===== config.mk =====
export PLATFORM = sky130hd
export DESIGN_NAME = fuse_unit
export DESIGN_NICKNAME = d
export VERILOG_FILES = /design/src/fuse_pkg.sv /design/src/fuse_unit.sv
export SDC_FILE = /design/constraint.sdc
export NUM_CORES = 1
export LEC_CHECK = 0
export ABC_AREA = 1
export ABC_CLOCK_PERIOD_IN_PS = 2200
export BUFFER_PORTS_ARGS = -buffer_cell sky130_fd_sc_hd__buf_2
export CORE_AREA = 2 2 193 195
export CTS_CLUSTER_DIAMETER = 100
export DETAILED_ROUTE_END_ITERATION = 8
export DIE_AREA = 0 0 195 197
export PLACE_DENSITY = 0.54
export SYNTH_ARGS = -nofsm -noshare
export SYNTH_HDL_FRONTEND = slang
export SYNTH_SLANG_ARGS = --single-unit

===== constraint.sdc =====
create_clock -name core_clk -period 2.2 [get_ports core_clk]
set_clock_uncertainty 0.15 [all_clocks]
set_input_delay 0.55 -clock core_clk [delete_from_list [all_inputs] [get_ports core_clk]]
set_output_delay 0.55 -clock core_clk [all_outputs]
set_load 0.05 [all_outputs]

===== src/fuse_pkg.sv =====
/*
 * fuse_pkg: constants and carrier types for the fp unordered-branch and
 * signaling-nan exception unit.
 * assumes: included before the unit; no other dependencies.
 */
package fuse_pkg;

	// exception status byte bit positions (bit 7 highest priority)
	localparam int EXC_UNORD   = 7;
	localparam int EXC_SIGNALING_NAN    = 6;
	localparam int EXC_OPERAND_ERROR   = 5;
	localparam int EXC_OVFL    = 4;
	localparam int EXC_UNFL    = 3;
	localparam int EXC_DZ      = 2;
	localparam int EXC_RESULT_INEXACT_FLAG   = 1;
	localparam int EXC_PACKED_INEXACT_FLAG   = 0;

	// vector numbers
	localparam logic [7:0] VEC_UNORD = 8'h30;  // 48
	localparam logic [7:0] VEC_SIGNALING_NAN  = 8'h36;  // 54
	localparam logic [7:0] VEC_OPERAND_ERROR = 8'h34;  // 52
	localparam logic [7:0] VEC_OVFL  = 8'h35;  // 53
	localparam logic [7:0] VEC_UNFL  = 8'h33;  // 51
	localparam logic [7:0] VEC_DZ    = 8'h32;  // 50
	localparam logic [7:0] VEC_INEX  = 8'h31;  // 49

	// stack frame formats
	localparam logic [3:0] FRAME_PRE  = 4'h0;
	localparam logic [3:0] FRAME_POST = 4'h3;

	// instruction encoding
	localparam int OPW_PRED_SEL = 7;
	localparam int PRED_W       = 6;
	localparam int PRED_NAWARE  = 4;      // bit set => ieee-nonaware test
	localparam int CC_NAN       = 0;      // nan bit of condition code
	localparam int CC_Z         = 2;
	localparam int CC_N         = 3;

	// extended nan layout: signaling bit is top fraction bit below j bit
	localparam int XNAN_W       = 80;
	localparam int XNAN_QBIT    = 62;

	// destination formats
	typedef enum logic [2:0] {
		FUSE_FMT_LONG = 3'b000,
		FUSE_FMT_SGL  = 3'b001,
		FUSE_FMT_EXT  = 3'b010,
		FUSE_FMT_PACK = 3'b011,
		FUSE_FMT_WORD = 3'b100,
		FUSE_FMT_DBL  = 3'b101,
		FUSE_FMT_BYTE = 3'b110
	} fuse_fmt_t;

	// instruction issue request
	typedef struct packed {
		logic        is_cond;      // fp_conditional_branch/fp_decrement_branch/fp_conditional_set/fp_conditional_trap
		logic        is_arith;     // arithmetic op (sets status)
		logic        is_nostat;    // multi move, ctrl move, state save
		logic        is_move_out;  // fp_move to memory / integer reg
		fuse_fmt_t   fmt;
		logic [15:0] opword;
		logic [15:0] extword;
		logic        src_signaling_nan;
		logic        dst_signaling_nan;
		logic        packed_inexact_flag;        // packed-inexact condition
		logic [7:0]  other_exc;    // other arith conditions, bits 5..1
	} fuse_req_t;

	// exception taken toward the sequencer
	typedef struct packed {
		logic       take;
		logic       post;
		logic [3:0] frame;
		logic [7:0] vector;
	} fuse_trap_t;

endpackage


===== src/fuse_unit.sv =====
/*
 * fuse_unit: exception sequencing for fp conditional tests (unordered
 * branch) and signaling-nan operands, with priority resolution.
 * assumes: issue requests held stable while issue_stall is high; the
 * pipeline reports idle on fp_idle; software status writes arrive on
 * sw_status_we.
 */
`timescale 1ns/1ns
module fuse_unit (
	input  wire logic                core_clk,
	input  wire logic                arst_n,
	input  wire logic                clk_en,
	input  wire logic                req_valid,
	input  fuse_pkg::fuse_req_t      req,
	input  wire logic                fp_idle,
	input  wire logic [3:0]          fp_condition_code,
	input  wire logic [7:0]          fp_control_register,
	input  wire logic [fuse_pkg::XNAN_W-1:0] src_operand,
	input  wire logic [fuse_pkg::XNAN_W-1:0] dst_operand,
	input  wire logic                sw_status_we,
	input  wire logic [7:0]          sw_status_data,
	input  wire logic                trap_ack,
	output logic                     issue_stall,
	output logic                     req_done,
	output logic                     cond_result,
	output logic [fuse_pkg::XNAN_W-1:0] result_q,
	output logic                     result_valid_q,
	output logic [7:0]               exception_status_byte,
	output fuse_pkg::fuse_trap_t     trap_q,
	output logic [fuse_pkg::XNAN_W-1:0] exception_operand_field,
	output logic [fuse_pkg::XNAN_W-1:0] destination_operand_field
);
	import fuse_pkg::*;

	logic [7:0]        exc_q;
	logic              pend_q;        // posted maskable exception
	logic [7:0]        pend_vec_q;
	logic [XNAN_W-1:0] exception_operand_field_q;
	logic [XNAN_W-1:0] destination_operand_field_q;
	logic [PRED_W-1:0] pred;
	logic              naware;
	logic              unord_hit;
	logic              cond_ok;
	logic              cond_trap;
	logic              signaling_nan_in;
	logic              signaling_nan_mask;
	logic              signaling_nan_now;
	logic [7:0]        new_exc;
	logic [7:0]        fire;
	logic              accept;

	// pick the predicate field from the encoding
	function automatic logic [PRED_W-1:0] pick_pred(
		input logic [15:0] opw,
		input logic [15:0] extw
	);
		if (opw[OPW_PRED_SEL]) begin
			pick_pred = opw[PRED_W-1:0];
		end else begin
			pick_pred = extw[PRED_W-1:0];
		end
	endfunction

	// highest set bit wins; bit 7 of the byte is the top priority
	function automatic logic [7:0] top_bit(input logic [7:0] v);
		logic [7:0] r;
		r = 8'h00;
		for (int i = 0; i < 8; i++) begin
			if (v[i]) begin
				r = 8'h00;
				r[i] = 1'b1;
			end
		end
		top_bit = r;
	endfunction

	// vector number for one-hot exception bit
	function automatic logic [7:0] vec_of(input logic [7:0] oh);
		if (oh[EXC_UNORD]) begin
			vec_of = VEC_UNORD;
		end else if (oh[EXC_SIGNALING_NAN]) begin
			vec_of = VEC_SIGNALING_NAN;
		end else if (oh[EXC_OPERAND_ERROR]) begin
			vec_of = VEC_OPERAND_ERROR;
		end else if (oh[EXC_OVFL]) begin
			vec_of = VEC_OVFL;
		end else if (oh[EXC_UNFL]) begin
			vec_of = VEC_UNFL;
		end else if (oh[EXC_DZ]) begin
			vec_of = VEC_DZ;
		end else begin
			vec_of = VEC_INEX;
		end
	endfunction

	// ieee-aware evaluation of the low four predicate bits
	function automatic logic eval_pred(
		input logic [PRED_W-1:0] p,
		input logic [3:0]        cc
	);
		logic n;
		logic z;
		logic u;
		logic gt;
		logic lt;
		n = cc[CC_N];
		z = cc[CC_Z];
		u = cc[CC_NAN];
		gt = !(n || z || u);
		lt = n && !(z || u);
		// bit3 unordered, bit2 greater, bit1 less, bit0 equal
		eval_pred = (p[3] && u) || (p[2] && gt) || (p[1] && lt)
			|| (p[0] && z && !u);
	endfunction

	// conditional test decode
	always_comb begin
		pred      = pick_pred(req.opword, req.extword);
		naware    = pred[PRED_NAWARE];
		unord_hit = naware && fp_condition_code[CC_NAN];
		cond_ok   = eval_pred(pred, fp_condition_code);
	end

	// a conditional op waits for a drained pipeline before it is accepted,
	// but cond_result is ungated and shows the predicate on a stale code meanwhile
	assign issue_stall = req_valid && req.is_cond && !fp_idle;

	// one-cycle accept of a request; pending traps block acceptance
	assign accept = clk_en && req_valid && !issue_stall && !trap_q.take
		&& !pend_q;

	// signaling_nan classification
	always_comb begin
		signaling_nan_in   = req.is_arith && (req.src_signaling_nan || req.dst_signaling_nan);
		signaling_nan_mask = !req.is_move_out || req.fmt == FUSE_FMT_SGL
			|| req.fmt == FUSE_FMT_DBL || req.fmt == FUSE_FMT_EXT;
		signaling_nan_now  = signaling_nan_in && req.is_move_out && (req.fmt ==
			FUSE_FMT_BYTE || req.fmt == FUSE_FMT_WORD ||
			req.fmt == FUSE_FMT_LONG);
	end

	// flags an accepted instruction raises; status-free ops raise none
	always_comb begin
		new_exc = 8'h00;
		if (req.is_cond) begin
			new_exc[EXC_UNORD] = unord_hit;
		end else if (req.is_arith && !req.is_nostat) begin
			new_exc = req.other_exc & 8'h3e;
			new_exc[EXC_SIGNALING_NAN]  = signaling_nan_in;
			new_exc[EXC_PACKED_INEXACT_FLAG] = req.packed_inexact_flag;
		end
	end

	// enabled flags, best first; the packed-inexact flag stays set but
	// loses to a simultaneous signaling_nan
	assign fire = top_bit(new_exc & fp_control_register);

	// exception status byte: hardware set wins over software write
	always_ff @(posedge core_clk or negedge arst_n) begin
		if (!arst_n) begin
			exc_q <= 8'h00;
		end else if (clk_en) begin
			if (accept) begin
				exc_q <= (sw_status_we ? sw_status_data : exc_q) | new_exc;
			end else if (sw_status_we) begin
				exc_q <= sw_status_data;
			end
		end
	end
	assign exception_status_byte = exc_q;

	// posting of maskable exceptions; reported by the next fp op
	always_ff @(posedge core_clk or negedge arst_n) begin
		if (!arst_n) begin
			pend_q     <= 1'b0;
			pend_vec_q <= 8'h00;
		end else if (clk_en) begin
			if (accept && !req.is_cond && !signaling_nan_now && |fire) begin
				pend_q     <= 1'b1;
				pend_vec_q <= vec_of(fire);
			end else if (pend_q && req_valid && !trap_q.take) begin
				pend_q <= 1'b0;  // converted into a trap below
			end
		end
	end

	// trap generation; held until the sequencer acknowledges
	always_ff @(posedge core_clk or negedge arst_n) begin
		if (!arst_n) begin
			trap_q <= '0;
		end else if (clk_en) begin
			if (trap_q.take) begin
				if (trap_ack) begin
					trap_q <= '0;
				end
			end else if (pend_q && req_valid) begin
				trap_q.take   <= 1'b1;
				trap_q.post   <= 1'b0;
				trap_q.frame  <= FRAME_PRE;
				trap_q.vector <= pend_vec_q;
			end else if (accept && req.is_cond
				&& fire[EXC_UNORD]) begin
				trap_q.take   <= 1'b1;
				trap_q.post   <= 1'b0;
				trap_q.frame  <= FRAME_PRE;
				trap_q.vector <= VEC_UNORD;
			end else if (accept && signaling_nan_now) begin
				trap_q.take   <= 1'b1;
				trap_q.post   <= 1'b1;
				trap_q.frame  <= FRAME_POST;
				trap_q.vector <= VEC_SIGNALING_NAN;
			end
		end
	end

	// req_done only when no unordered trap, cond_result ungated; a retried op rechecks
	assign req_done = accept && !(req.is_cond && fire[EXC_UNORD]);
	assign cond_result = req.is_cond && cond_ok;

	// state frame operands keep their signaling bit untouched
	always_ff @(posedge core_clk or negedge arst_n) begin
		if (!arst_n) begin
			exception_operand_field_q  <= '0;
			destination_operand_field_q <= '0;
		end else if (clk_en && accept && signaling_nan_in) begin
			exception_operand_field_q  <= src_operand;
			destination_operand_field_q <= dst_operand;
		end
	end
	assign exception_operand_field   = exception_operand_field_q;
	assign destination_operand_field = destination_operand_field_q;

	// masked signaling_nan: quiet the nan, all other bits unchanged
	always_ff @(posedge core_clk or negedge arst_n) begin
		if (!arst_n) begin
			result_q       <= '0;
			result_valid_q <= 1'b0;
		end else if (clk_en) begin
			result_valid_q <= 1'b0;
			if (accept && signaling_nan_in && signaling_nan_mask
				&& !fp_control_register[EXC_SIGNALING_NAN]) begin
				result_q <= req.src_signaling_nan ? src_operand : dst_operand;
				result_q[XNAN_QBIT] <= 1'b1;
				result_valid_q <= 1'b1;
			end
		end
	end

endmodule


; Word-level counts from Yosys, hierarchy flattened
; Cells that the tools add are included.
[totals]
inputBits = 237
elab_cells = 114
ff_bits = 272
output_inout_bits = 266
[op_classes]
n_reduce_logical = 66
n_mux = 29
n_bitwise = 2
eq_ne = 6
[ops]
columns = op, count
row1 = $mux 80, 1
row2 = $mux 8, 9
row3 = $mux 14, 5
row4 = $logic_and 1x1->1, 33
row5 = $mux 7, 2
row6 = $logic_not 1->1, 13
row7 = $logic_or 1x1->1, 12
row8 = $mux 3, 4
row9 = $eq 3x3->1 const B, 3
row10 = $and 8x8->8, 1
row11 = $or 8x8->8, 1
row12 = $reduce_or 8->1, 1
row13 = $reduce_and 2->1, 3
row14 = $mux 1, 5
row15 = $mux 5, 1
row16 = $mux 2, 2
row17 = $reduce_bool 4->1, 1
row18 = $eq 3x1->1 const B, 1
row19 = $eq 3x2->1 const B, 1
row20 = $logic_not 3->1, 1
row21 = $reduce_and 3->1, 1
row22 = $ne 2x2->1 const B, 1
row23 = $reduce_bool 2->1, 1

; Depth between registers and ports, before layout
[logic_depth]
ltp_word = 19
depth_mapped = 11
ltp_nobuf = 10

; Worst setup path after synthesis
; No wires, ideal clock.
[synth_timing]
kind = input-to-output
start = in fp_condition_code[3]
end = out cond_result
arrival_time_ns = 1.656
path_stages = 7
slack_ns = -0.156
path_buffers = 0
cell_sequence = inv_1 > nand2_1 > nand3_1 > a21oi_1 > nor2_1 > o21ai_0 > a21oi_1
[synth_via]
elab_chain_cells = 8
[synth_rtl]
columns = item, line
row1 = start: declaration, fuse_unit.sv:16  ; input wire logic [3:0] fp_condition_code,
row2 = $logic_or 1x1->1 (2 in series), fuse_unit.sv:109  ; gt = !(n || z || u);
row3 = $logic_not 1->1, fuse_unit.sv:109
row4 = $logic_and 1x1->1, fuse_unit.sv:112  ; eval_pred = (p[3] && u) || (p[2] && gt) || (p[1] && lt)
row5 = $logic_or 1x1->1, fuse_unit.sv:112
row6 = $logic_or 1x1->1 *, fuse_unit.sv:112
row7 = $logic_or 1x1->1 *, fuse_unit.sv:113  ; || (p[0] && z && !u);
row8 = $logic_and 1x1->1 *, fuse_unit.sv:218  ; assign cond_result = req.is_cond && cond_ok;
row9 = end: declaration, fuse_unit.sv:25  ; output logic cond_result,
; Every way passes the cells marked *; elsewhere a longest branch is shown, timed or not.

; Worst setup path in the final report
[layout_timing]
start = reg trap_q[13] (netlist name)
end = out req_done
[layout_via]
elab_chain_cells = 4
[layout_rtl]
columns = item, line
row1 = start: declaration, fuse_unit.sv:29  ; output fuse_pkg::fuse_trap_t trap_q,
row2 = $logic_not 1->1, fuse_unit.sv:129  ; assign accept = clk_en && req_valid && !issue_stall && !trap_q.take
row3 = $logic_and 1x1->1, fuse_unit.sv:129
row4 = $logic_and 1x1->1, fuse_unit.sv:130  ; && !pend_q;
row5 = $logic_and 1x1->1, fuse_unit.sv:217  ; assign req_done = accept && !(req.is_cond && fire[EXC_UNORD]);
row6 = end: declaration, fuse_unit.sv:24  ; output logic req_done,
; No other way between the ends.

==> key figures <==
Clocking
  – Reg clk slew, reported paths: 60 ps
  – Maximum clock path buffer count: 3
  – Worst skew pair latency: 550 ps
  – Sink Count: 260
  – CTS tree: done
  – TritonCTS buffer count: 29
  – H-tree depth: 1
  – Root Buffer: clkbuf_16

Layout
  – Filler cells: 3747
  – Post-route cell area: 0.01515 mm²
  – Syn-to-layout area delta: 35.16%
  – Nets: 2091
  – Share of cells above drive strength 1: 30.52%
  – Multi-input logic area: 0.003905 mm²
  – Register area: 0.006506 mm²

Timing
  – Final Hold Vio Count: 0
  – Period utilization: 103.1%
  – Final TNS setup: -67.13 ps
  – Final setup viols: 1
  – Setup slack after layout: -67.13 ps
  – Rel. slew slack: 55.27%
  – Slew Limit Fails: 0
  – Unrepaired setup endpoints after global routing: true
  – Crit path time final: 2267 ps
  – Fmax: 441.1 MHz
  – Slew @ Worst Pin: 670.9 ps

Place
  – Placed Area: 0.01419 mm²
  – # port buffers: 472
  – HPWL Detailed: 27.92 mm
  – GPL Wtd Cong: 0.8690

Critical path
  – CP endpoint kind: primary output
  – Arr. time, crit path: 1570 ps
  – Most common cell on crit path: nor2_2
  – Crit-path slowest cell: dfrtp_1
  – WP buf/inv: 2
  – Crit path max fanout: 2
  – CP Data Required Time: 1500 ps
  – Cell family with most CP delay: simple AND/OR/NAND/NOR gates
  – Cells along the critical path: nor2_2 > nand2_1 > nor2_2 > nand2_2 > clkinvlp_4 > buf_8
  – Max stage delay on crit path: 390 ps
  – Critical path class: reg -> out
  – CP startpoint kind: register

Power
  – Leak Pwr: 8.864 nW
  – Power Dens Cells: 1302 mW/mm²
  – Peak VDD IR: 725.1 µV

Floorplanning
  – Die Width: 195 µm
  – Core area: 0.03626 mm²
  – Row count: 70
  – Starting Density: 30.90%
  – Die Ht: 197 µm
  – Ports: 503
  – DIE AREA: 0.03842 mm²

Logic synthesis
  – Dominant cell type by area after synthesis: dfrtp_1
  – Synth Instances: 1384
  – Combinational family with the most area after synthesis: simple AND/OR/NAND/NOR gates
  – Synth Area in Adders: 0%
  – Seq/Total Area, Yosys: 58.06%
  – Cell Area, Synth: 0.01121 mm²
  – Ys Warns: 0
  – Post-synthesis mux area share: 0%
  – Largest cells by area after synthesis: dfrtp_1, nand2_1, o21ai_0, inv_1, nand3_1
  – Simple-Gate Fraction of Synth Area: 26.53%
  – Synthesized flop and latch total: 260
  – Yosys top cell area share: 58.06%
  – Count of cell types in the netlist: 28
  – Synth Area in Compound Gates: 8.050%
  – Avg Inst Size Synth: 8.097 µm²
  – Synth Area in XOR/XNOR: 0%

Run
  – MaxCap Viol Count: 0

Detailed routing
  – WL final: 37.65 mm
  – DRT iter0 DRCs: 429
  – WL per Instance: 16.05 µm
  – Vias: 10480
  – Via density: 4.467
  – Initial DRT Pass Iterations: 5
  – Drc violations: 0
  – Antenna Nets Post-Route: 0

Worst hold path
  – Worst Hold Class: in -> reg

Run status
  – Failing checks: negative setup slack
  – Status: complete, but fails checks

Global routing
  – GRT Residual Overflow: 0
  – Initial antenna violation count: 5
  – First-pass GRT wire length: 58.71 mm
  – GRT Total Usage: 19.32%
  – Largest net degree at the start of global routing: 159
  – Vias in the first global route: 10330
## metal layers
layer | share of wire [%] | up-vias | GRT usage [%]
met5 | 0.029 | - | 0
met4 | 3.1 | 2 | 7.153
met3 | 8.1 | 62 | 5.527
met2 | 46 | 368 | 30.77
met1 | 43 | 4846 | 25.05
li1 | - | 5201 | -
## placed cells by master (no fill, tap or decap), drive strengths merged, types with 4 or more instances in the layout
cell type / n
clkbuf: 45
nand3: 41
clkinv: 4
diode: 4
buf: 513
inv: 103
dfrtp: 260
a21oi: 4
nor2: 19
conb: 5
nand2: 696
o21ai: 166
or2: 5
## layout make-up
type	count	area share, %
Sequential cell	260	42.96
Multi-Input combinational cell	946	25.78
Timing Repair Buffer	514	18.75
Clock buffer	45	5.518
Tap cell	468	3.866
Inverter	103	2.644
Clock inverter	6	0.4131
Antenna cell	4	0.06609
## registers in the layout, indices dropped and copies added, names as in the netlist
register / cells
trap_q: 6
result_q: 80
result_valid_q: 1
destination_operand_field: 80
pend_vec_q: 4
exception_operand_field: 80
exception_status_byte: 8
pend_q: 1
## cell usage after synthesis
cell,count
nand3_4,1
buf_4,9
nand3_1,39
conb_1,1
nand2_1,695
inv_2,3
a21boi_0,2
buf_1,1
a21oi_1,4
a31o_2,1
o211ai_1,2
nand4_1,2
dfrtp_1,260
nor2_1,15
buf_6,8
nor2_2,4
or2_2,4
inv_6,1
nand3_2,1
inv_1,99
a31oi_1,2
o21ai_1,26
nor3_1,1
or2_1,1
clkbuf_1,30
o21ai_0,140
nand2_4,1
buf_2,31
## stage by stage
stage                     cells  setup slack, ps  hold slack (ps)  util, %  total power, mW
after floorplan            1388            29.41            104.4        -            12.80
after global placement     2287           -6.688            295.0    39.14            15.12
after detailed placement   2287            2.252            294.0    39.14            15.20
after CTS                  2341           -73.11            21.24    41.72            19.94
after global routing       2345           -141.9            46.86    41.76            20.73
final                      2346           -67.13            48.08    41.77            19.72
## path summary, 6_finish.rpt
path | to | depth (start not counted) | from | slack [ps]
min reg2reg | result_q[62] | 1 | result_q[62] | 310
min | exception_operand_field[62] | 3 | src_operand[62] | 50
max | req_done | 6 | trap_q[13] | -70
max reg2reg | exception_operand_field[34] | 7 | trap_q[13] | 320
max in group asynchronous | exception_operand_field[63] | 3 | arst_n | 870
min in group asynchronous | destination_operand_field[67] | 2 | arst_n | 340
## where the power goes
| group | internal [mW] | switching, mW | leakage, nW |
|---|---|---|---|
| Combinational | 1.71 | 6.58 | 5.12 |
| Clock | 2.71 | 1.94 | 0.441 |
| Sequential | 6.09 | 0.696 | 3.31 |
| Total | 10.5 | 9.21 | 8.86 |
## cell families (layout without fill, tap and decap cells)
logic type | count (synthesis) | in the layout
AND/OR/NAND/NOR | 764 | 764
buffers and inverters | 182 | 668
AO/OA/AOI/OAI | 177 | 177
flip-flops | 260 | 260
other | 1 | 9
## repair_timing
action / in CTS / in global routing
hold buffers: 1 / 0
buffers inserted: 2 / 1
resized for setup: 4 / 0
endpoints found under the setup margin: 1 / 2
endpoints found under the hold margin: 28 / 0
pin swaps: 1 / 2
## worst register-to-register path, delay by kind of cell (launching register included)
family | cells | cell delay, ps
buffers and inverters | 2 | 600
and+or+nand+nor | 5 | 670
DFF | 1 | 390
Power figures use the tool's default switching activity.
